--- src/hdl/dsmp_defs.svh ---
// constants for the dial string modifier parser
`ifndef DSMP_DEFS_SVH
`define DSMP_DEFS_SVH
`define DSMP_CH_S 8'h53
`define DSMP_CH_EQ 8'h3D
`define DSMP_CH_T 8'h54
`define DSMP_CH_P 8'h50
`define DSMP_CH_COMMA 8'h2C
`define DSMP_CH_SEMI 8'h3B
`define DSMP_CH_D 8'h44
`define DSMP_CH_ZERO 8'h30
`define DSMP_CH_THREE 8'h33
`define DSMP_NUM_SLOTS 4
`define DSMP_SLOT_LEN 16
`define DSMP_PAUSE_UNIT_NS 1000000000
`define DSMP_CLK_NS 20
// 34 bits hold the longest pause, 255 units of one second
`define DSMP_PAUSE_UNIT_CYC (34'(`DSMP_PAUSE_UNIT_NS / `DSMP_CLK_NS))
`define DSMP_ZERO8 8'h00
`define DSMP_ZERO34 34'h0
`define DSMP_ONE34 34'h1
`define DSMP_ZERO5 5'h00
`define DSMP_ONE5 5'h01
`endif

--- src/hdl/dsmp_pkg.sv ---
// types for the dial string modifier parser
package dsmp_pkg;
   typedef enum logic [3:0] {
      DSMP_IDLE = 4'b0000,
      DSMP_PREFIX = 4'b0001,
      DSMP_SEL_EQ = 4'b0010,
      DSMP_SEL_IDX = 4'b0011,
      DSMP_DIGITS = 4'b0100,
      DSMP_STORED = 4'b0101,
      DSMP_PAUSE = 4'b0110,
      DSMP_AFTER_SEL = 4'b0111,
      DSMP_DISCARD = 4'b1000
   } dsmp_state_t;
endpackage : dsmp_pkg

--- src/hdl/dsmp_top.sv ---
// dial string modifier parser: walks one dial command and emits digits
`include "dsmp_defs.svh"
module dsmp_top
(
   // clock and reset
   input wire logic REF_CLK,
   input wire logic RST_B,
   // command characters, starting after the dial letter
   input wire logic CH_VALID,
   output logic CH_READY,
   input wire logic [7:0] CH_DATA,
   input wire logic CH_EOL,
   // settings
   input wire logic [7:0] PAUSE_TIME_SETTING,
   // stored-number write port (store_number_command)
   input wire logic STORE_WE,
   input wire logic [1:0] STORE_SLOT,
   input wire logic [3:0] STORE_POS,
   input wire logic [7:0] STORE_CHAR,
   input wire logic [4:0] STORE_LEN,
   // characters to the exchange
   output logic DIAL_VALID,
   input wire logic DIAL_READY,
   output logic [7:0] DIAL_DATA,
   // call outcome
   output logic CALL_START,
   output logic CALL_VOICE,
   output logic CMD_DONE,
   output logic CMD_ERROR,
   output logic CMD_STATE
);
   import dsmp_pkg::*;

   logic [7:0] mem_reg [`DSMP_NUM_SLOTS][`DSMP_SLOT_LEN];
   logic [4:0] len_reg [`DSMP_NUM_SLOTS];

   // store port writes the slots; the parser only reads them
   always_ff @(posedge REF_CLK)
   begin
      if (STORE_WE)
      begin
         mem_reg[STORE_SLOT][STORE_POS] <= STORE_CHAR;
         len_reg[STORE_SLOT] <= STORE_LEN;
      end
   end

   dsmp_state_t state_reg, state_next;
   logic voice_reg, voice_next;
   logic forced_reg, forced_next;
   logic [1:0] slot_reg, slot_next;
   logic [4:0] pos_reg, pos_next;
   logic [33:0] cnt_reg, cnt_next;
   logic [7:0] pend_reg, pend_next;
   logic pend_v_reg, pend_v_next;
   logic start_reg, start_next;
   logic done_reg, done_next;
   logic err_reg, err_next;
   logic cmd_reg, cmd_next;
   logic eol_reg, eol_next;
   logic [7:0] st_ch;
   logic [7:0] ci_ch;
   logic take;

   assign st_ch = mem_reg[slot_reg][pos_reg[3:0]];
   // accept a character only when nothing waits for the exchange
   assign CH_READY = (state_reg == DSMP_PREFIX || state_reg == DSMP_SEL_EQ || state_reg == DSMP_SEL_IDX ||
                      state_reg == DSMP_DIGITS || state_reg == DSMP_AFTER_SEL || state_reg == DSMP_DISCARD ||
                      state_reg == DSMP_IDLE) && !pend_v_reg;
   assign take = CH_VALID && CH_READY;
   assign ci_ch = CH_DATA - `DSMP_CH_ZERO;

   always_comb
   begin
      state_next = state_reg;
      voice_next = voice_reg;
      forced_next = forced_reg;
      slot_next = slot_reg;
      pos_next = pos_reg;
      cnt_next = cnt_reg;
      pend_next = pend_reg;
      pend_v_next = pend_v_reg;
      start_next = 1'b0;
      done_next = 1'b0;
      err_next = 1'b0;
      cmd_next = cmd_reg;
      eol_next = eol_reg;
      if (pend_v_reg && DIAL_READY)
         pend_v_next = 1'b0;
      unique case (state_reg)
         DSMP_IDLE:
         begin
            // the first character opens a new dial command
            if (take)
            begin
               voice_next = 1'b0;
               forced_next = 1'b0;
               cmd_next = 1'b0;
               state_next = DSMP_PREFIX;
               if (CH_DATA == `DSMP_CH_P)
               begin
                  voice_next = 1'b1;
                  forced_next = 1'b1;
               end
               else if (CH_DATA == `DSMP_CH_T)
                  voice_next = 1'b0;
               else if (CH_DATA == `DSMP_CH_S)
                  state_next = DSMP_SEL_EQ;
               else if (CH_DATA == `DSMP_CH_SEMI)
               begin
                  state_next = DSMP_IDLE;
                  done_next = 1'b1;
                  cmd_next = 1'b1;
               end
               else
               begin
                  start_next = 1'b1;
                  pend_next = CH_DATA;
                  pend_v_next = 1'b1;
                  state_next = DSMP_DIGITS;
               end
               // a one-char line: only a bare data digit leaves the unit online
               if (CH_EOL && state_next != DSMP_IDLE)
               begin
                  done_next = 1'b1;
                  cmd_next = voice_next || state_next != DSMP_DIGITS;
                  state_next = cmd_next ? DSMP_IDLE : DSMP_DISCARD;
               end
            end
         end
         DSMP_SEL_EQ:
         begin
            if (take)
            begin
               if (CH_DATA == `DSMP_CH_EQ)
                  state_next = DSMP_SEL_IDX;
               else
               begin
                  err_next = 1'b1;
                  cmd_next = 1'b1;
                  state_next = CH_EOL ? DSMP_IDLE : DSMP_DISCARD;
               end
            end
         end
         DSMP_SEL_IDX:
         begin
            if (take)
            begin
               if (CH_DATA >= `DSMP_CH_ZERO && CH_DATA <= `DSMP_CH_THREE)
               begin
                  slot_next = ci_ch[1:0];
                  eol_next = CH_EOL;
                  pos_next = `DSMP_ZERO5;
                  state_next = DSMP_STORED;
               end
               else
               begin
                  err_next = 1'b1;
                  cmd_next = 1'b1;
                  state_next = CH_EOL ? DSMP_IDLE : DSMP_DISCARD;
               end
            end
         end
         DSMP_STORED:
         begin
            // replay the slot one character at a time
            if (!pend_v_reg)
            begin
               if (pos_reg >= len_reg[slot_reg])
               begin
                  state_next = DSMP_AFTER_SEL;
                  start_next = 1'b1;
                  // the index ended the line, so nothing else will close the command
                  if (eol_reg)
                  begin
                     done_next = 1'b1;
                     cmd_next = voice_reg;
                     state_next = voice_reg ? DSMP_IDLE : DSMP_DISCARD;
                  end
               end
               else
               begin
                  pos_next = pos_reg + `DSMP_ONE5;
                  if (pos_reg == `DSMP_ZERO5 && st_ch == `DSMP_CH_T)
                  begin
                     if (!forced_reg)
                        voice_next = 1'b0;
                  end
                  else if (pos_reg == `DSMP_ZERO5 && st_ch == `DSMP_CH_P)
                     voice_next = 1'b1;
                  else if (st_ch == `DSMP_CH_COMMA && voice_reg)
                  begin
                     cnt_next = {26'h0, PAUSE_TIME_SETTING} * `DSMP_PAUSE_UNIT_CYC;
                     if (PAUSE_TIME_SETTING != `DSMP_ZERO8)
                        state_next = DSMP_PAUSE;
                  end
                  else
                  begin
                     pend_next = st_ch;
                     pend_v_next = 1'b1;
                  end
               end
            end
         end
         DSMP_PAUSE:
         begin
            // pos is nonzero only when the pause came from a stored replay
            if (cnt_reg <= `DSMP_ONE34)
               state_next = (pos_reg != `DSMP_ZERO5) ? DSMP_STORED : DSMP_DIGITS;
            else
               cnt_next = cnt_reg - `DSMP_ONE34;
         end
         DSMP_PREFIX, DSMP_AFTER_SEL, DSMP_DIGITS:
         begin
            if (take)
            begin
               if (CH_DATA == `DSMP_CH_S && state_reg == DSMP_PREFIX)
                  state_next = DSMP_SEL_EQ;
               else if (CH_DATA == `DSMP_CH_SEMI)
               begin
                  done_next = 1'b1;
                  cmd_next = 1'b1;
                  state_next = DSMP_IDLE;
               end
               else if (CH_DATA == `DSMP_CH_COMMA && voice_reg)
               begin
                  pos_next = `DSMP_ZERO5;
                  cnt_next = {26'h0, PAUSE_TIME_SETTING} * `DSMP_PAUSE_UNIT_CYC;
                  if (PAUSE_TIME_SETTING != `DSMP_ZERO8)
                     state_next = DSMP_PAUSE;
               end
               else if (state_reg != DSMP_AFTER_SEL)
               begin
                  // after a prefix the call starts with its first digit
                  start_next = state_reg == DSMP_PREFIX;
                  pend_next = CH_DATA;
                  pend_v_next = 1'b1;
                  state_next = DSMP_DIGITS;
               end
               if (CH_EOL && CH_DATA != `DSMP_CH_SEMI)
               begin
                  done_next = 1'b1;
                  cmd_next = voice_reg;
                  state_next = voice_reg ? DSMP_IDLE : DSMP_DISCARD;
               end
            end
         end
         DSMP_DISCARD:
         begin
            // after a data call the whole next line is dropped; after a refusal, the rest of the line
            if (take && CH_EOL)
               state_next = DSMP_IDLE;
         end
         default:
            state_next = DSMP_IDLE;
      endcase
   end

   always_ff @(posedge REF_CLK or negedge RST_B)
   begin
      if (!RST_B)
      begin
         state_reg <= DSMP_IDLE;
         voice_reg <= 1'b0;
         forced_reg <= 1'b0;
         slot_reg <= 2'h0;
         pos_reg <= `DSMP_ZERO5;
         cnt_reg <= `DSMP_ZERO34;
         pend_reg <= `DSMP_ZERO8;
         pend_v_reg <= 1'b0;
         start_reg <= 1'b0;
         done_reg <= 1'b0;
         err_reg <= 1'b0;
         cmd_reg <= 1'b1;
         eol_reg <= 1'b0;
      end
      else
      begin
         state_reg <= state_next;
         voice_reg <= voice_next;
         forced_reg <= forced_next;
         slot_reg <= slot_next;
         pos_reg <= pos_next;
         cnt_reg <= cnt_next;
         pend_reg <= pend_next;
         pend_v_reg <= pend_v_next;
         start_reg <= start_next;
         done_reg <= done_next;
         err_reg <= err_next;
         cmd_reg <= cmd_next;
         eol_reg <= eol_next;
      end
   end

   assign DIAL_VALID = pend_v_reg;
   assign DIAL_DATA = pend_reg;
   assign CALL_START = start_reg;
   assign CALL_VOICE = voice_reg;
   assign CMD_DONE = done_reg;
   assign CMD_ERROR = err_reg;
   assign CMD_STATE = cmd_reg;
endmodule // dsmp_top

--- config.mk ---
export PLATFORM = sky130hd
export DESIGN_NAME = dsmp_top
export DESIGN_NICKNAME = d
export VERILOG_FILES = /design/src/hdl/dsmp_pkg.sv /design/src/hdl/dsmp_top.sv
export VERILOG_INCLUDE_DIRS = /design/src /design/src/hdl
export SDC_FILE = /design/constraint.sdc
export NUM_CORES = 1
export LEC_CHECK = 0
export ABC_AREA = 0
export BUFFER_PORTS_ARGS = -buffer_cell sky130_fd_sc_hd__buf_2
export CORE_MARGIN = 2
export CORE_UTILIZATION = 51
export CTS_CLUSTER_DIAMETER = 60
export DETAILED_ROUTE_END_ITERATION = 16
export PLACE_DENSITY_LB_ADDON = 0.25
export REMOVE_ABC_BUFFERS = 1
export SKIP_CTS_REPAIR_TIMING = 1
export SYNTH_ARGS = -nofsm -noshare
export SYNTH_HDL_FRONTEND = slang
export SYNTH_SLANG_ARGS = --single-unit
--- constraint.sdc ---
create_clock -name REF_CLK -period 3.82 [get_ports REF_CLK]
set_input_delay 0.764 -clock REF_CLK [delete_from_list [all_inputs] [get_ports REF_CLK]]
set_output_delay 0.764 -clock REF_CLK [all_outputs]
set_load 0.01 [all_outputs]
# ---- Word-level counts from Yosys, hierarchy flattened
# Memories as Yosys holds them, arrays and structs flattened.
# Index checks and enable logic that the tools add are counted.
dict set report classes {
  n_reduce_logical 40
  muxes 148
  mul 1
  bitwise 2
  magnitude_cmp 7
  n_eq_ne 55
  addsub 3
}
# operator n
set ops {}
lappend ops {{$mux W34} 10}
lappend ops {{$mux W8} 18}
lappend ops {{$mux W128} 1}
lappend ops {{$mux W4} 26}
lappend ops {{$pmux W34 S3} 1}
lappend ops {{$mux W1} 69}
lappend ops {{$ne A2 B2 Y1 const B} 25}
lappend ops {{$eq A8 B7 Y1 const B} 5}
lappend ops {{$mux W5} 8}
lappend ops {{$le A34 B1 Y1 const B} 1}
lappend ops {{$sub A34 B1 Y34 const B} 1}
lappend ops {{$bmux W8 S4} 1}
lappend ops {{$demux W8 S4} 1}
lappend ops {{$eq A8 B6 Y1 const B} 4}
lappend ops {{$pmux W4 S7} 1}
lappend ops {{$mul A8 B19 Y27 const B} 1}
lappend ops {{$pmux W8 S3} 1}
lappend ops {{$reduce_and A11 Y1} 2}
lappend ops {{$ne A3 B3 Y1 const B} 7}
lappend ops {{$eq A4 B3 Y1 const B} 4}
lappend ops {{$reduce_and A16 Y1} 1}
lappend ops {{$pmux W5 S3} 1}
lappend ops {{$logic_and A1 B1 Y1} 13}
lappend ops {{$mux W3} 4}
lappend ops {{other kinds (33)} 50}
dict set report totals {
  reg_bits 61
  memories 2
  inputBits 41
  wordCells 271
  mem_bits_rw 532
}
# name words word_bits read_ports rd_clocked_by_memory_dff write_ports line_no
set memory_table {}
lappend memory_table {mem_reg 4 128 1 0 1 dsmp_top.sv:34} ;# logic [7:0] mem_reg [`DSMP_NUM_SLOTS][`DSMP_SLOT_LEN];
lappend memory_table {len_reg 4 5 1 0 1 dsmp_top.sv:35} ;# logic [4:0] len_reg [`DSMP_NUM_SLOTS];

# ---- Longest topological paths before layout
dict set report logic_depth {
  depth_word 17
  depth_mapped 19
  mapped_depth_nobuf 19
}

# ---- Least setup slack after synthesis
# No wires, ideal clock.
dict set report synth_path {
  path_type {input-to-reg}
  start {in PAUSE_TIME_SETTING[2]}
  end {reg cnt_reg[33]}
  path_buffers 0
  path_stages 15
  arrival_time_ns 4.972
  setup_ns 0.123
  setup_slack_ns -1.275
  path_cell_list {fa_1 > fa_1 > fa_1 > inv_1 > fa_1 > inv_1 > ha_1 > and4_1 > nand2b_1 > a31o_2 > a31o_2 > a211o_1 > a21oi_1 > xor2_1 > o221a_1}
}
dict set report synth_via {
  elab_chain_len 7
  word_cells_on_any_way 11
}
# element line_no
set synth_lines {}
lappend synth_lines {{from (decl)} dsmp_top.sv:14} ;# input wire logic [7:0] PAUSE_TIME_SETTING,
lappend synth_lines {{$mul A8 B19 Y27 (no line) (*)} n/a}
lappend synth_lines {{$mux W34} dsmp_top.sv:190} ;# else if (st_ch == `DSMP_CH_COMMA && voice_reg)
lappend synth_lines {{$mux W34} dsmp_top.sv:188} ;# else if (pos_reg == `DSMP_ZERO5 && st_ch == `DSMP_CH_P)
lappend synth_lines {{$mux W34} dsmp_top.sv:183} ;# if (pos_reg == `DSMP_ZERO5 && st_ch == `DSMP_CH_T)
lappend synth_lines {{$mux W34} dsmp_top.sv:168} ;# if (pos_reg >= len_reg[slot_reg])
lappend synth_lines {{$mux W34} dsmp_top.sv:166} ;# if (!pend_v_reg)
lappend synth_lines {{$pmux W34 S3 (*)} dsmp_top.sv:89} ;# unique case (state_reg)
lappend synth_lines {{to (signal assigned)} dsmp_top.sv:267} ;# cnt_reg <= `DSMP_ZERO34;
lappend synth_lines {{to (signal assigned)} dsmp_top.sv:283} ;# cnt_reg <= cnt_next;
lappend synth_lines {{to (decl)} dsmp_top.sv:52} ;# logic [33:0] cnt_reg, cnt_next;
# Mark *: on every way between the ends. The rest lies on a longest branch, timed or not. The select of a mux whose other input is x is not followed.
# A chain may end at the register's enable or synchronous reset.

# ---- Worst setup path after layout
dict set report layout_path {
  start {in PAUSE_TIME_SETTING[6]}
  end {reg cnt_reg[33]}
}
# Same word-level chain as after synthesis.

==> impl_results.md <==
- Outcome: finished, violations left
- Failing checks: setup timing
- Finished Layout Cells: 2785
- CP Capture Point: cnt_reg[33]
- Area after DPL: 29600 um2
- Slew @ Worst Pin: 1270 ps
- DRT Wirelength: 66700 um
- Switch Pwr: 5.82 mW
- Share of layout cells above drive strength 1: 32.3%
- Seq cells post-synth: 593
- Avg Cell Area, Syn: 15.6 um2
- Period minus WS final: 4490 ps
- Vias in the first global route: 16500
- Critical Path RT: 4300 ps
- Period utilization: 118%
- Final WS setup: -675 ps
- R2R setup slack: -30 ps
- R2R Path Start: slot_reg[0]
- Placed insts: 2615
- Crit. End Element: flop
- Worst VDD drop: 0.000415 V
- Maximum clock path buffer count: 3
- Unrepaired setup endpoints after global routing: yes
- Cells after Synth: 1734
- Main flop type after synthesis: edfxtp_1
- Max FFs per register: 512
- FF-to-FF End: cnt_reg[33]
- Clock Tree Root: clkbuf_16
- GRT Resource Usage Total: 23.4%
- Rows: 84
- Max frequency: 222 MHz
- Initial DRC Count: 1641
- Clock power share: 29.8%
- TritonCTS Buffers: 59
- Distinct cell type count after synthesis: 80
- Type of the tightest min-delay check: in -> async
- # setup viols final: 15
- DRC viols: 0
- Die ar.: 55100 um2
- Final Skew: 57.3 ps
- Largest net degree at the start of global routing: 65
- DP Wirelength: 43100 um
- Via-to-Cell Ratio: 6.02
- CP Class: in -> reg
- Flop pwr share: 39.9%
- Commonest non-fill, non-tap cells in the layout: 532 x edfxtp_1, 232 x buf_4, 142 x nor2_1, 127 x mux4_2, 102 x inv_1
- Worst Setup SP: PAUSE_TIME_SETTING[6]
- CTS tree: done
- Hold slack: 344 ps
- Initial antenna violation count: 2
- Max Cap Viol: 0
- Synth Cell Area: 27100 um2
- Commonest non-fill, non-tap cell in the layout: edfxtp_1
- Total iterations of the first detailed-routing run: 5
- Post-synth EDFFs: 532
- RePlAce Congestion: 0.895
- Final core utilization: 62.7%
- Crit path DAT: 4970 ps
- Die X-Extent: 235 um
- Io pins: 56
- Crit path max fanout: 2
- Max-slew violation count: 0
- Antenna viol nets, final: 0
- Grt ovf: 0
- FF-to-FF path depth: 12
- Avg WL per Cell: 23.9 um
- Area grow syn2layout: 21.4%
- Starting Density: 51.6%
- Number of port buffers: 55
- Final Cell Area: 32900 um2
- Synth Warn #: 0
- Vias post-DR: 16800
- Core area: 52600 um2
- Layout net count: 2189
- PwrDens: 583 nW/um2
- Die Ht: 235 um
- Seq/Total Area, Yosys: 64.5%
- Sw Share: 30.3%
- Critical Path Source Type: primary input
- Asr flop ratio synth: 10.3%
- Int Pwr: 13.4 mW
- First-pass GRT wire length: 98700 um
- Reg clk slew, reported paths: 70 ps
- Final Hold Vio Count: 0
- TritonCTS Sinks: 593
- Htree depth: 2
- Leakage: 11.7 nW
- Clk_lat worst skew: 640 ps
- Combinational share of power: 30.3%
- Slew headroom: 15.6%
==> per-stage QoR <==
stage / total power [mW] / setup WS [ps] / setup TNS [ps]
after detailed placement: 12.5 / -1560 / -18120
after CTS: 18.2 / -925 / -9730
after global placement: 12.4 / -1460 / -16810
after floorplan: 10.6 / -4980 / -252670
after global routing: 20.1 / -785 / -7290
final: 19.2 / -675 / -4550
==> critical path: stages <==
cell and delay [ps]:
buf_8 100, fa_2 600, buf_6 120, inv_4 30, buf_4 120, fa_2 550
fa_2 440, fa_1 490, inv_1 50, ha_1 190, or3_1 320, a31o_4 220
a31o_4 210, a211o_1 260, a21oi_2 140, xor2_1 80, o221a_1 260
==> cells in the mapped netlist, types with 10 or more instances <==
cell type / count / area, um2
edfxtp_1: 532 / 16000
buf_2: 10 / 50.1
a211oi_1: 10 / 75.1
buf_6: 11 / 124
o22ai_1: 12 / 75.1
or3_1: 17 / 106
a21oi_1: 48 / 240
nand2_1: 83 / 312
inv_1: 109 / 409
fa_1: 41 / 821
a22o_1: 18 / 158
mux2i_1: 25 / 250
a31oi_1: 11 / 68.8
ha_1: 61 / 763
clkbuf_1: 47 / 176
a22oi_1: 30 / 225
o21ai_1: 17 / 85.1
mux4_2: 127 / 2860
nor4_1: 10 / 62.6
nor2b_1: 15 / 93.8
nand2b_1: 16 / 100
a221oi_1: 16 / 140
nor3_1: 28 / 140
nor2_1: 145 / 544
dfrtp_1: 60 / 1500
o21ai_0: 46 / 230
nand3_1: 25 / 125
==> metal layers <==
layer	share of wire, %	up-vias	GRT usage, %	wire length [um]
met3	7.1	127	3.41	4750
met2	49	665	38.2	32900
met4	3.4	2	8.07	2300
li1	-	7389	-	-
met1	40	8586	32.6	26700
met5	0.019	-	0	13
==> power groups by stage <==
stage | clock network, mW | logic, mW | registers [mW]
floorplan | 0 | 2.89 | 7.74
global placement | 0 | 4.61 | 7.76
detailed placement | 0 | 4.71 | 7.78
CTS | 5.81 | 4.74 | 7.65
global route | 6.06 | 6.32 | 7.70
finish | 5.73 | 5.81 | 7.66
==> final cells by class <==
type	instances	area, um2
fill	3795	19600
sequential	593	17500
multi-input combinational	952	9500
tap	688	861
clock inverter	40	395
antenna	1	2.50
clock buffer	71	1520
inverter	110	415
timing repair buffer	330	2720
==> worst min-delay path by stage <==
| stage | slack (ps) | to | depth (start not counted) | start |
|---|---|---|---|---|
| 6_report | 340 | cnt_reg[18] | 1 | RST_B |
| 5_1_grt | 340 | len_reg[2][0] | 1 | STORE_LEN[0] |
| 4_1_cts | 320 | len_reg[0][3] | 1 | STORE_LEN[3] |
| 3_5_place_dp | 490 | cnt_reg[4] | 1 | cnt_reg[4] |
| 3_3_place_gp | 490 | cnt_reg[5] | 1 | cnt_reg[5] |
| 2_1_floorplan | 470 | CALL_START | 0 | RST_B |
==> kinds of logic (layout without fill, tap and decap cells) <==
group,count (synthesis),after routing,synth area share [%]
DFF,593,593,64.5
and+or+nand+nor,387,387,6.81
AOI/OAI and AO/OA,286,287,7.39
buffers and inverters,190,551,3.13
muxes,158,158,11.7
adders and majority gates,103,103,5.88
xor gates and xnor gates,17,17,0.549
other,0,1,0
No activity file was read; power rests on OpenSTA's default activity.
